### src/core/srctl_pkg.sv
// Constants for the system reset controller.
// Assumes a single 200 MHz clock and an AXI4-Lite register port.
package srctl_pkg;
    // ==========================================================
    // Register map (byte addresses)
    localparam logic [7:0] SRCTL_CAUSE_OFS = 8'h00;
    localparam logic [7:0] SRCTL_CTRL_OFS = 8'h04;
    localparam logic [7:0] SRCTL_PRST_OFS = 8'h08;
    localparam logic [7:0] SRCTL_ALTF_OFS = 8'h0C;
    localparam logic [7:0] SRCTL_LOCK_OFS = 8'h10;
    localparam logic [7:0] SRCTL_COMMIT_OFS = 8'h14;
    localparam logic [7:0] SRCTL_IDA_OFS = 8'h20;
    localparam logic [7:0] SRCTL_IDB_OFS = 8'h24;
    localparam logic [7:0] SRCTL_CAP_OFS = 8'h28;
    // ==========================================================
    // Cause bit positions
    localparam int SRCTL_C_EXT = 0;
    localparam int SRCTL_C_POR = 1;
    localparam int SRCTL_C_BOR = 2;
    localparam int SRCTL_C_WDT = 3;
    localparam int SRCTL_C_SW = 4;
    localparam int SRCTL_C_OSC = 5;
    localparam int SRCTL_NCAUSE = 6;
    // Control bit positions
    localparam int SRCTL_B_SYSREQ = 0;
    localparam int SRCTL_B_BOREN = 1;
    localparam int SRCTL_B_WDTEN = 2;
    // ==========================================================
    // Reset values and keys
    localparam logic [31:0] SRCTL_CTRL_RST = 32'h0000_0000;
    localparam logic [31:0] SRCTL_UNLOCK_KEY = 32'h4C4F_434B;
    // Arbitrary identification values
    localparam logic [31:0] SRCTL_IDA_VAL = 32'h0001_0000;
    localparam logic [31:0] SRCTL_IDB_VAL = 32'h0000_1111;
    localparam logic [31:0] SRCTL_CAP_VAL = 32'h0000_0000;
    // ==========================================================
    // Timing
    localparam int SRCTL_CLK_MHZ = 200;
    localparam int SRCTL_HOLD_NS = 50;
    localparam int SRCTL_HOLD_CYC = (SRCTL_HOLD_NS * SRCTL_CLK_MHZ + 999) / 1000;
    localparam logic [2:0] SRCTL_FETCH_STEPS = 3'h3;
    typedef enum logic [2:0] {
        SRCTL_S_RESET = 3'b000,
        SRCTL_S_HOLD = 3'b001,
        SRCTL_S_SP = 3'b010,
        SRCTL_S_PC = 3'b011,
        SRCTL_S_INSN = 3'b100,
        SRCTL_S_RUN = 3'b101
    } srctl_state_t;
endpackage : srctl_pkg

### src/core/srctl_sync.sv
// Reset-pin synchroniser: asynchronous assert, synchronous release.
// Assumes clk is free running.
`timescale 1ns/1ps
module srctl_sync (
    input wire logic aclk,
    input wire logic pin_n,
    output logic sync_n
);
    logic stage1_n;
    // Async assert is a constant load only
    always_ff @(posedge aclk or negedge pin_n) begin
        if (!pin_n) begin
            stage1_n <= 1'b0;
            sync_n <= 1'b0;
        end else begin
            stage1_n <= 1'b1;
            sync_n <= stage1_n;
        end
    end
endmodule : srctl_sync

### src/core/srctl_top.sv
// System reset controller: combines reset sources, keeps cause flags,
// sequences the core start fetch, owns the NMI pin mux.
// Assumes detectors deliver levels synchronous to aclk.
`timescale 1ns/1ps
module srctl_top
    import srctl_pkg::*;
#(
    parameter int NPERIPH = 8
) (
    input wire logic aclk,
    input wire logic aresetn,
    input wire logic clk_en,
    input wire logic por_active,
    input wire logic reset_pin_n,
    input wire logic brownout_detect,
    input wire logic wdt_second_timeout,
    input wire logic main_oscillator_fail,
    input wire logic core_fetch_done,
    input wire logic nmi_pin,
    input wire logic [31:0] s_axi_awaddr,
    input wire logic s_axi_awvalid,
    output logic s_axi_awready,
    input wire logic [31:0] s_axi_wdata,
    input wire logic [3:0] s_axi_wstrb,
    input wire logic s_axi_wvalid,
    output logic s_axi_wready,
    output logic [1:0] s_axi_bresp,
    output logic s_axi_bvalid,
    input wire logic s_axi_bready,
    input wire logic [31:0] s_axi_araddr,
    input wire logic s_axi_arvalid,
    output logic s_axi_arready,
    output logic [31:0] s_axi_rdata,
    output logic [1:0] s_axi_rresp,
    output logic s_axi_rvalid,
    input wire logic s_axi_rready,
    output logic core_reset_n,
    output logic tap_reset_n,
    output logic tap_pincfg_reset_n,
    output logic [NPERIPH-1:0] periph_reset_n,
    output logic [1:0] fetch_step,
    output logic nmi_out
);
    initial begin
        if (NPERIPH < 1 || NPERIPH > 32) $error("NPERIPH must be 1..32");
    end

    // ==========================================================
    // Source combination
    logic pin_sync_n;
    logic por_seen;
    logic sysreq;
    logic sysreq_q;
    logic [NPERIPH-1:0] prst;
    logic [NPERIPH-1:0] prst_q;
    logic [SRCTL_NCAUSE-1:0] reset_cause_reg;
    logic brownout_reset_enable;
    logic wdt_reset_enable;
    logic alt_function_select;
    logic unlocked;
    logic commit;
    srctl_state_t state;
    srctl_state_t next_state;
    logic [7:0] hold_cnt;

    srctl_sync u_sync (
        .aclk(aclk),
        .pin_n(reset_pin_n),
        .sync_n(pin_sync_n)
    );

    // Power-on source only counts before first release
    wire por_src = por_active && !por_seen;
    wire pin_src = !pin_sync_n;
    wire bor_src = brownout_detect && brownout_reset_enable;
    wire wdt_src = wdt_second_timeout && wdt_reset_enable;
    wire osc_src = main_oscillator_fail;
    wire sw_src = sysreq;
    wire [SRCTL_NCAUSE-1:0] src_vec = {osc_src, sw_src, wdt_src, bor_src, por_src, pin_src};
    wire any_src = |src_vec;
    // Core/peripheral system reset
    wire sys_rst = any_src || !aresetn;
    wire [NPERIPH-1:0] prst_fall = prst_q & ~prst;

    // ==========================================================
    // Sequencer
    always_comb begin
        next_state = state;
        case (state)
            SRCTL_S_RESET: next_state = SRCTL_S_HOLD;
            SRCTL_S_HOLD: if (hold_cnt >= 8'(SRCTL_HOLD_CYC)) next_state = SRCTL_S_SP;
            SRCTL_S_SP: if (core_fetch_done) next_state = SRCTL_S_PC;
            SRCTL_S_PC: if (core_fetch_done) next_state = SRCTL_S_INSN;
            SRCTL_S_INSN: if (core_fetch_done) next_state = SRCTL_S_RUN;
            SRCTL_S_RUN: next_state = SRCTL_S_RUN;
            default: next_state = SRCTL_S_RESET;
        endcase
    end

    always_ff @(posedge aclk) begin
        if (sys_rst) begin
            state <= SRCTL_S_RESET;
            hold_cnt <= 8'h00;
        end else if (clk_en) begin
            state <= next_state;
            hold_cnt <= (state == SRCTL_S_HOLD) ? hold_cnt + 8'h01 : 8'h00;
        end
    end

    always_ff @(posedge aclk) begin
        if (clk_en && !por_active && state == SRCTL_S_SP) por_seen <= 1'b1;
        else if (!aresetn) por_seen <= 1'b0;
    end

    // Core held until sequencer leaves hold
    assign core_reset_n = (state != SRCTL_S_RESET) && (state != SRCTL_S_HOLD);
    assign tap_reset_n = !(por_src || !aresetn);
    assign tap_pincfg_reset_n = !(por_src || pin_src || !aresetn);
    // Peripheral release follows the core
    assign periph_reset_n = core_reset_n ? ~prst_fall : {NPERIPH{1'b0}};
    assign fetch_step = (state == SRCTL_S_SP) ? 2'h1 : (state == SRCTL_S_PC) ? 2'h2 :
                        (state == SRCTL_S_INSN) ? 2'h3 : 2'h0;
    assign nmi_out = alt_function_select && nmi_pin;

    // ==========================================================
    // Cause flags: set wins, pin/POR clear others
    wire clr_others = por_src || pin_src;
    wire [SRCTL_NCAUSE-1:0] keep = clr_others ? '0 : reset_cause_reg;
    logic cause_wr;
    logic [SRCTL_NCAUSE-1:0] cause_wval;
    wire [SRCTL_NCAUSE-1:0] base = cause_wr ? cause_wval : keep;
    always_ff @(posedge aclk) begin
        if (clk_en) reset_cause_reg <= base | src_vec;
    end

    // ==========================================================
    // AXI4-Lite slave
    logic aw_hold;
    logic w_hold;
    logic [7:0] aw_q;
    logic [31:0] w_q;
    assign s_axi_awready = !aw_hold && !s_axi_bvalid;
    assign s_axi_wready = !w_hold && !s_axi_bvalid;
    assign s_axi_arready = !s_axi_rvalid;
    wire aw_ok = aw_hold || (s_axi_awvalid && s_axi_awready);
    wire w_ok = w_hold || (s_axi_wvalid && s_axi_wready);
    wire [7:0] wa = aw_hold ? aw_q : s_axi_awaddr[7:0];
    wire [31:0] wd = w_hold ? w_q : s_axi_wdata;
    wire do_wr = aw_ok && w_ok && clk_en;
    wire wr_cause = do_wr && wa == SRCTL_CAUSE_OFS;
    wire wr_ctrl = do_wr && wa == SRCTL_CTRL_OFS;
    wire wr_prst = do_wr && wa == SRCTL_PRST_OFS;
    wire wr_altf = do_wr && wa == SRCTL_ALTF_OFS && unlocked && commit;
    wire wr_lock = do_wr && wa == SRCTL_LOCK_OFS;
    wire wr_commit = do_wr && wa == SRCTL_COMMIT_OFS && unlocked;
    assign cause_wr = wr_cause;
    assign cause_wval = wd[SRCTL_NCAUSE-1:0];

    always_ff @(posedge aclk) begin
        if (!aresetn) begin
            aw_hold <= 1'b0;
            w_hold <= 1'b0;
            aw_q <= 8'h00;
            w_q <= 32'h0000_0000;
            s_axi_bvalid <= 1'b0;
        end else if (clk_en) begin
            if (s_axi_awvalid && s_axi_awready) aw_q <= s_axi_awaddr[7:0];
            if (s_axi_wvalid && s_axi_wready) w_q <= s_axi_wdata;
            aw_hold <= aw_ok && !do_wr;
            w_hold <= w_ok && !do_wr;
            if (do_wr) s_axi_bvalid <= 1'b1;
            else if (s_axi_bready) s_axi_bvalid <= 1'b0;
        end
    end
    assign s_axi_bresp = 2'b00;

    // Enables survive their own resets: a held brown-out keeps the core in reset
    always_ff @(posedge aclk) begin
        if (por_src || !aresetn) begin
            brownout_reset_enable <= SRCTL_CTRL_RST[SRCTL_B_BOREN];
            wdt_reset_enable <= SRCTL_CTRL_RST[SRCTL_B_WDTEN];
        end else if (wr_ctrl) begin
            brownout_reset_enable <= wd[SRCTL_B_BOREN];
            wdt_reset_enable <= wd[SRCTL_B_WDTEN];
        end
    end

    always_ff @(posedge aclk) begin
        if (sys_rst) begin
            sysreq <= 1'b0;
            prst <= '0;
            prst_q <= '0;
            alt_function_select <= 1'b0;
            unlocked <= 1'b0;
            commit <= 1'b0;
        end else if (clk_en) begin
            prst_q <= prst;
            if (wr_ctrl) sysreq <= wd[SRCTL_B_SYSREQ];
            if (wr_prst) prst <= wd[NPERIPH-1:0];
            if (wr_lock) unlocked <= (wd == SRCTL_UNLOCK_KEY);
            if (wr_commit) commit <= wd[0];
            if (wr_altf) alt_function_select <= wd[0];
        end
    end

    wire [7:0] ra = s_axi_araddr[7:0];
    wire [31:0] rd_val =
        (ra == SRCTL_CAUSE_OFS) ? {26'h0, reset_cause_reg} :
        (ra == SRCTL_CTRL_OFS) ? {29'h0, wdt_reset_enable, brownout_reset_enable, sysreq} :
        (ra == SRCTL_PRST_OFS) ? 32'(prst) :
        (ra == SRCTL_ALTF_OFS) ? {31'h0, alt_function_select} :
        (ra == SRCTL_LOCK_OFS) ? {31'h0, unlocked} :
        (ra == SRCTL_COMMIT_OFS) ? {31'h0, commit} :
        (ra == SRCTL_IDA_OFS) ? SRCTL_IDA_VAL :
        (ra == SRCTL_IDB_OFS) ? SRCTL_IDB_VAL :
        (ra == SRCTL_CAP_OFS) ? SRCTL_CAP_VAL : 32'h0000_0000;

    always_ff @(posedge aclk) begin
        if (!aresetn) begin
            s_axi_rvalid <= 1'b0;
            s_axi_rdata <= 32'h0000_0000;
        end else if (clk_en) begin
            if (s_axi_arvalid && s_axi_arready) begin
                s_axi_rvalid <= 1'b1;
                s_axi_rdata <= rd_val;
            end else if (s_axi_rready) begin
                s_axi_rvalid <= 1'b0;
            end
        end
    end
    assign s_axi_rresp = 2'b00;

    // ==========================================================
    // Checks
    core_held_a: assert property (@(posedge aclk) any_src |=> !core_reset_n)
        else $error("core released while a source active");
    tap_por_a: assert property (@(posedge aclk) disable iff (!aresetn) por_src |-> !tap_reset_n)
        else $error("test port not reset on power-on");
    tap_pin_a: assert property (@(posedge aclk) disable iff (!aresetn) (pin_src && !por_src) |-> tap_reset_n)
        else $error("pin reset hit test port");
    cause_set_a: assert property (@(posedge aclk) disable iff (!aresetn) (clk_en && wdt_src) |=> reset_cause_reg[SRCTL_C_WDT])
        else $error("watchdog cause not flagged");
    cause_clr_a: assert property (@(posedge aclk) disable iff (!aresetn)
        (clk_en && pin_src && !cause_wr && !bor_src) |=> !reset_cause_reg[SRCTL_C_BOR])
        else $error("pin reset did not clear others");
    cause_keep_a: assert property (@(posedge aclk) disable iff (!aresetn)
        (clk_en && !clr_others && !cause_wr && reset_cause_reg[SRCTL_C_SW]) |=> reset_cause_reg[SRCTL_C_SW])
        else $error("sticky cause lost");
    bor_gate_a: assert property (@(posedge aclk) disable iff (!aresetn) !brownout_reset_enable |-> !bor_src)
        else $error("brown-out reset while disabled");
    fetch_order_a: assert property (@(posedge aclk) disable iff (!aresetn)
        (state == SRCTL_S_SP && clk_en && core_fetch_done && !sys_rst) |=> state == SRCTL_S_PC)
        else $error("fetch order broken");
    nmi_gpio_a: assert property (@(posedge aclk) !aresetn |=> !nmi_out)
        else $error("NMI active after reset");
    bor_keep_a: assert property (@(posedge aclk) disable iff (!aresetn)
        (bor_src && !por_src && !wr_ctrl) |=> brownout_reset_enable)
        else $error("brown-out enable lost while held");
    sys_periph_a: assert property (@(posedge aclk) sys_rst |=> periph_reset_n == '0)
        else $error("peripherals not reset with system");
    tap_sw_a: assert property (@(posedge aclk) disable iff (!aresetn) (sw_src && !por_src) |-> tap_reset_n)
        else $error("software request hit test port");
    osc_flag_a: assert property (@(posedge aclk) disable iff (!aresetn)
        (clk_en && osc_src) |=> reset_cause_reg[SRCTL_C_OSC])
        else $error("oscillator cause not flagged");
    run_c: cover property (@(posedge aclk) state == SRCTL_S_RUN);
    pin_c: cover property (@(posedge aclk) pin_src ##[1:20] core_reset_n);
    prst_c: cover property (@(posedge aclk) |prst_fall);
    bor_c: cover property (@(posedge aclk) bor_src ##1 bor_src ##1 bor_src);
    nmi_c: cover property (@(posedge aclk) nmi_out);
endmodule : srctl_top

### config.mk
export PLATFORM = sky130hd
export DESIGN_NAME = srctl_top
export DESIGN_NICKNAME = d
export VERILOG_FILES = /design/src/core/srctl_pkg.sv /design/src/core/srctl_sync.sv /design/src/core/srctl_top.sv
export SDC_FILE = /design/constraint.sdc
export NUM_CORES = 1
export LEC_CHECK = 0
export BUFFER_PORTS_ARGS = -buffer_cell sky130_fd_sc_hd__buf_4
export CORE_ASPECT_RATIO = 0.6
export CORE_UTILIZATION = 45
export CTS_BUF_LIST = sky130_fd_sc_hd__clkbuf_8
export CTS_CLUSTER_SIZE = 28
export DETAILED_ROUTE_END_ITERATION = 7
export PLACE_DENSITY_LB_ADDON = 0.08
export SLEW_MARGIN = 25
export SYNTH_ARGS = -nofsm -noshare
export SYNTH_HDL_FRONTEND = slang
export SYNTH_SLANG_ARGS = --single-unit
### constraint.sdc
create_clock -name aclk -period 2.35 [get_ports aclk]
set_clock_uncertainty 0.2 [all_clocks]
set_input_delay 0.3525 -clock aclk [delete_from_list [all_inputs] [get_ports aclk]]
set_output_delay 0.3525 -clock aclk [all_outputs]
set_load 0.005 [all_outputs]
# == Word-level counts from Yosys, hierarchy flattened ==
# Cells that the tools add are included.
# word_totals
ff_bits,118
latch_bits,0
ram_bits,0
romBits,0
input_bits,115
output_inout_bits,55
word_cells,136
memories,0
# op_classes
addsub,1
multipliers,0
div_mod_pow,0
order_cmp,1
eq_ne,23
shift,0
muxes,26
bitwise,4
n_reduce_logical,60
# ops
op,n
$mux 17,7
$eq 32x31->1 const B,1
$eq 8x4->1 const B,4
$eq 8x5->1 const B,4
$mux 32,1
$logic_and 1x1->1,25
$mux 8,3
$reduce_and 2->1,10
$pmux 3 s6,1
$eq 8x3->1 const B,2
$eq 8x6->1 const B,2
$logic_not 8->1,2
$not 8->8,2
$mux 13,1
$mux 3,4
$mux 6,2
$logic_not 1->1,11
$add 8x1->8 const B,1
$and 8x8->8,1
$ge 8x4->1 const B,1
$ne 2x2->1 const B,4
$eq 3x2->1 const B,2
$eq 3x3->1 const B,2
$logic_or 1x1->1,6
10 further kinds,16

# == Longest topological paths before layout ==
# logic_depth
depth_word,10
depth_mapped,7
depth_no_buf,7

# == By module ==
# Synthesis repeated with hierarchy kept, for this count alone.
# hier_totals
hier_cells,553
hier_area_um2,4774.6
# by_module_without_submodules
mod,n_inst,cells_each,area_each_um2,seq_area_each_um2
srctl_top,1,550,4720.8,1941.9
srctl_sync,1,3,53.8,50.0

# == Least setup slack after synthesis ==
# No wires, ideal clock.
# synth_path
path_kind,register to register
from,reg aw_hold
to,"reg reset_cause_reg[5], data pin"
t_arrival_ps,1665
slack_ps,226
path_stages_with_launch,7
synth_period_minus_slack_ps,2124
cell_sequence,dfxtp_1 > buf_6 > nor4_4 > a22oi_2 > nor4_4 > nor2_1 > a211o_1
# synth_via
elab_chain_len,9
elab_cells_between_ends,11
cone_classes,mux: 2; bitwise: 1; reduce/logical: 8
# synth_lines
item,line,source
start: declaration,srctl_top.sv:138,logic aw_hold;
start signal: assignment,srctl_top.sv:169,aw_hold <= aw_ok && !do_wr;
$logic_not 1->1,srctl_top.sv:142,assign s_axi_awready = !aw_hold && !s_axi_bvalid;
$logic_and 1x1->1,srctl_top.sv:142,
$logic_and 1x1->1,srctl_top.sv:145,wire aw_ok = aw_hold || (s_axi_awvalid && s_axi_awready);
$logic_or 1x1->1,srctl_top.sv:145,
$logic_and 1x1->1 (2 in series),srctl_top.sv:149,wire do_wr = aw_ok && w_ok && clk_en;
$logic_and 1x1->1 *,srctl_top.sv:150,wire wr_cause = do_wr && wa == SRCTL_CAUSE_OFS;
$mux 6 *,srctl_top.sv:131,wire [SRCTL_NCAUSE-1:0] base = cause_wr ? cause_wval : keep;
$or 6x6->6 *,srctl_top.sv:133,if (clk_en) reset_cause_reg <= base | src_vec;
end signal: assignment,srctl_top.sv:133,
end: declaration,srctl_top.sv:56,logic [SRCTL_NCAUSE-1:0] reset_cause_reg;
# Every way passes the cells marked *; elsewhere a longest branch is shown, timed or not.
# A chain may end at the register's enable or synchronous reset.

# == Worst setup path after layout ==
# Same ends and word-level chain as after synthesis.

==> results.txt <==
Entering global routing, the biggest net connects 55 pins. The critical path goes through mux2_2, nor4_4, buf_4, nor2_1, a211o_1. The fraction of final layout cells with drive strength greater than 1 works out to 0.2188.

The largest registers in the layout are w_q: 32 flops, s_axi_rdata: 10 flops. For the highest clock rate, the log shows 453.3 MHz. The run gives 0.6514 as the remaining max-slew budget at the tightest pin. Global routing finished with a remaining overflow of 0. The core region is 10090 sq um. The y dimension of the die is 81.79 um, and the all-layer global routing usage is 0.2042. The clock latency reported for the late side of the worst-skew pair is 360 ps. The period utilization was 0.9387. Synthesis inferred 96 register bits. Total wirelength of the detailed-routed design: 10930 um.

Summed over all cells, the static leakage comes to 0.002272 uW. The switching share of total power came out at 0.2516. The first-pass GRT wire length came out at 17410 um.

Number of antenna violations at the first check in global routing: 0. The flip-flop count of the largest register, all copies and words added is 32. In this run the power density over the cells is 575.8 nW/um^2.

Broken down by cell family, the worst path's largest delay share belongs to flip-flops. The synthesized instance count was 553. The total buffers and inverters traversed by the critical path was 1; the number of detailed-routing iterations run before antenna repair was 4.

The number of antenna diodes in the final layout is 0. The switching power summed over all nets was 838.3 uW; the number of resized instances in the post-cts repair step was 0. Setup repair after global routing left no endpoint under its margin. The portion of total power attributed to combinational logic is 0.127.

The setup path with the least slack is of type flip-flop to flip-flop. The worst setup path is captured at a flip-flop. The run gives 901 as the total of fill cells in the finished design.

For this design, the slowest cell found on the critical path is sky130_fd_sc_hd__dfxtp_1. The clock-pin slew of the registers on the worst-case setup and hold paths is 90 ps, and the number of rows created at floorplan is 28. Average detailed-routed wire length per instance: 13.94 um. Share of total power in the clock network: 0.355. The via count of the first global-routing pass is 3474. The tools report the total placed instance area as 5559 sq um. TritonCTS built the clock tree.

The worst hold path terminates at w_q[12]. Yosys attributes the largest share of cell area to sky130_fd_sc_hd__dfxtp_1 37%, sky130_fd_sc_hd__nand2_1 7.4%, sky130_fd_sc_hd__mux2i_1 6.7%. The worst ir drop on vdd is 0.2817 mV, and the routed via count is 4004.

The worst register-to-register path has a setup slack of 140 ps. After layout, the minimum clock period comes to 2206 ps. The count of buffers inserted at the top-level ports is 92.

The sequential share of the synthesized area is 0.4172. The die covers 11040 sq um. The Yosys step of the flow raised 0 warnings. In this run the worst path has a maximum fanout of 10. Setup violations remaining at the end of the flow were counted as 0.

Synthesized area per cell: 8.634 sq um. The internal power contribution came out at 2494 uW. The number of CTS-inserted buffers was 9.

The count of flip-flops with a built-in enable after synthesis was 6. The flow ran to the end, and the final reports show no timing, DRC or antenna violations. The die span in x is 135.0 um. At the end of routability-driven placement, the weighted congestion stood at 0.7778.

The tools report the tightest hold margin as 51.29 ps. The starting density of the core was 0.4732; the hold buffer count at CTS was 1. The tools report the finished layout cell area as 5788 sq um. Synthesis-to-finish area growth: 21.23%.

Top cell type by total area after synthesis: sky130_fd_sc_hd__dfxtp_1. Among all flip-flop cells after synthesis, the most frequent one is sky130_fd_sc_hd__dfxtp_1. Library cell with the highest instance count after synthesis: sky130_fd_sc_hd__nand2_1.

The total number of nets in the final design was 761. Counting cells, the worst reg-to-reg path comes to 5. The tools report the count of pins on the block boundary as 170. The number of library cell types mapped by synthesis is 58. The largest single stage delay on the critical path is 520 ps.

Data on the critical path arrives at its endpoint at 2130 ps. In this run the critical register-to-register path is captured at reset_cause_reg[5]. The tools report the number of buffers on the longest clock path as 2. The tools report the CTS H-tree depth as 3.

The tools report the launch point of the worst reg-to-reg path as aw_hold. Dividing the detail-routed via count by the number of cells gives 5.107. The count of max-cap constraint violations came out at 0. The detail route stage leaves a number of antenna-violating nets equal to 0. The number of DRC markers after the initial detailed-route iteration is 154. The clock sink total came out at 96.

The transition at the pin with the smallest max-transition slack came out at 522.9 ps. More flip-flops sit in one register than any other, and that register is w_q. The start point of the worst hold path is s_axi_wdata[12]. The post-DP HPWL came out at 8126 um. The sequential share of power is 0.518. The final-report hold violation count was 0; the cell area after synthesis was 4775 sq um. Counting instances, the worst hold path has a depth of 3. The critical path startpoint category is a flip-flop. Counting instances in the post-synthesis netlist gives the leading cell types as 94 x sky130_fd_sc_hd__nand2_1, 88 x sky130_fd_sc_hd__dfxtp_1, 55 x sky130_fd_sc_hd__nor2_1. The cell sitting at the root of the clock tree is a sky130_fd_sc_hd__clkbuf_8.

For the count of buffers added by post-CTS timing repair for setup, the log shows 0. The max-slew violation count came out at 0. The tightest min-delay check is of the input pin to flip-flop type. In the routed design, unresolved DRC markers number 0. The fraction of synthesized cell area taken by the top area cell type was 0.3690; the share of async-settable or async-resettable flops after synthesis was 0.02083. Summed over all failing endpoints, the final setup total negative slack is 0 ps. For the worst path required time, the log shows 2270 ps.
-- power by group through the flow --
stage	Clock, uW	Sequential [uW]	Combinational (uW)
final	1180	1730	423
after global routing	1280	1730	467
after CTS	1220	1730	424
after detailed placement	0	1760	421
after global placement	0	1760	414
after floorplan	0	1750	269
-- logic make-up (layout without fill, tap and decap cells) --
logic type	count (synthesis)	in the layout	share of synthesized area
adder cells (fa/ha/maj)	2	2	0.005240
AO/OA/AOI/OAI	96	96	0.1441
AND/OR/NAND/NOR	238	238	0.2539
other	2	26	0.001573
multiplexers	38	38	0.08124
flip-flops	96	96	0.4172
XOR/XNOR	8	8	0.01468
buffers and inverters	73	145	0.08202
-- through the flow --
stage          total power, uW  instances  setup WS [ps]    util
6_report                  3332        784          144.0  0.5737
5_1_grt                   3485        784          56.92  0.5737
4_1_cts                   3368        784          143.6  0.5737
3_5_place_dp              2186        767          157.6  0.5510
3_3_place_gp              2176        767          186.1  0.5510
2_1_floorplan             2020        577          226.4       -
-- layout make-up --
cell class,count,area (sq um),area share
clock buffer,9,123.9,0.02140
sequential,96,1992,0.3441
timing repair buffer,114,870.8,0.1505
tap,135,168.9,0.02918
inverter,15,56.30,0.009728
multi-input combinational,408,2481,0.4287
clock inverter,7,95.09,0.01643
-- worst reg2reg max path, cell delays in order, from the launching register on --
cell,delay [ps]
sky130_fd_sc_hd__dfxtp_1,520
sky130_fd_sc_hd__mux2_2,440
sky130_fd_sc_hd__nor4_4,260
sky130_fd_sc_hd__buf_4,210
sky130_fd_sc_hd__nor2_1,60
sky130_fd_sc_hd__a211o_1,270
-- per-layer routing --
layer / track usage / vias up / wire length (um)
li1: - / 2026 / -
met1: 0.2986 / 1864 / 5639
met2: 0.3021 / 110 / 4665
met3: 0.05123 / 4 / 589
met4: 0.04045 / 0 / 32
met5: 0 / - / 0
-- layout by cell type (no fill, tap or decap), types with 3 or more instances in the layout --
cell type,n
sky130_fd_sc_hd__nand2_1,94
sky130_fd_sc_hd__nand4b_1,7
sky130_fd_sc_hd__nand4_1,5
sky130_fd_sc_hd__buf_4,112
sky130_fd_sc_hd__edfxtp_1,6
sky130_fd_sc_hd__mux2_2,4
sky130_fd_sc_hd__a21boi_0,40
sky130_fd_sc_hd__clkbuf_8,9
sky130_fd_sc_hd__nor4_1,11
sky130_fd_sc_hd__conb_1,26
sky130_fd_sc_hd__inv_1,15
sky130_fd_sc_hd__nand2b_1,4
sky130_fd_sc_hd__nor4_4,3
sky130_fd_sc_hd__and2_1,4
sky130_fd_sc_hd__a21o_1,4
sky130_fd_sc_hd__nand3b_1,3
sky130_fd_sc_hd__nor2b_1,14
sky130_fd_sc_hd__o21ai_0,9
sky130_fd_sc_hd__mux2i_1,32
sky130_fd_sc_hd__xor2_1,5
sky130_fd_sc_hd__and3b_1,5
sky130_fd_sc_hd__nor2_1,55
sky130_fd_sc_hd__and3_1,4
sky130_fd_sc_hd__xnor2_1,3
sky130_fd_sc_hd__nor3_1,5
sky130_fd_sc_hd__a21oi_1,17
sky130_fd_sc_hd__nand3_1,10
sky130_fd_sc_hd__dfxtp_1,88
sky130_fd_sc_hd__nor3b_1,3
sky130_fd_sc_hd__a211oi_1,8
-- worst max path at each step --
stage                 start                  to  slack (ps)  cells after the start
floorplan           aw_hold  reset_cause_reg[5]         230                      6
global placement    aw_hold  reset_cause_reg[5]         190                      5
detailed placement  aw_hold  reset_cause_reg[5]         160                      5
CTS                 aw_hold  reset_cause_reg[5]         140                      5
global route        aw_hold             prst[1]          60                      7
finish              aw_hold  reset_cause_reg[5]         140                      5
No activity file was read; power rests on OpenSTA's default activity.
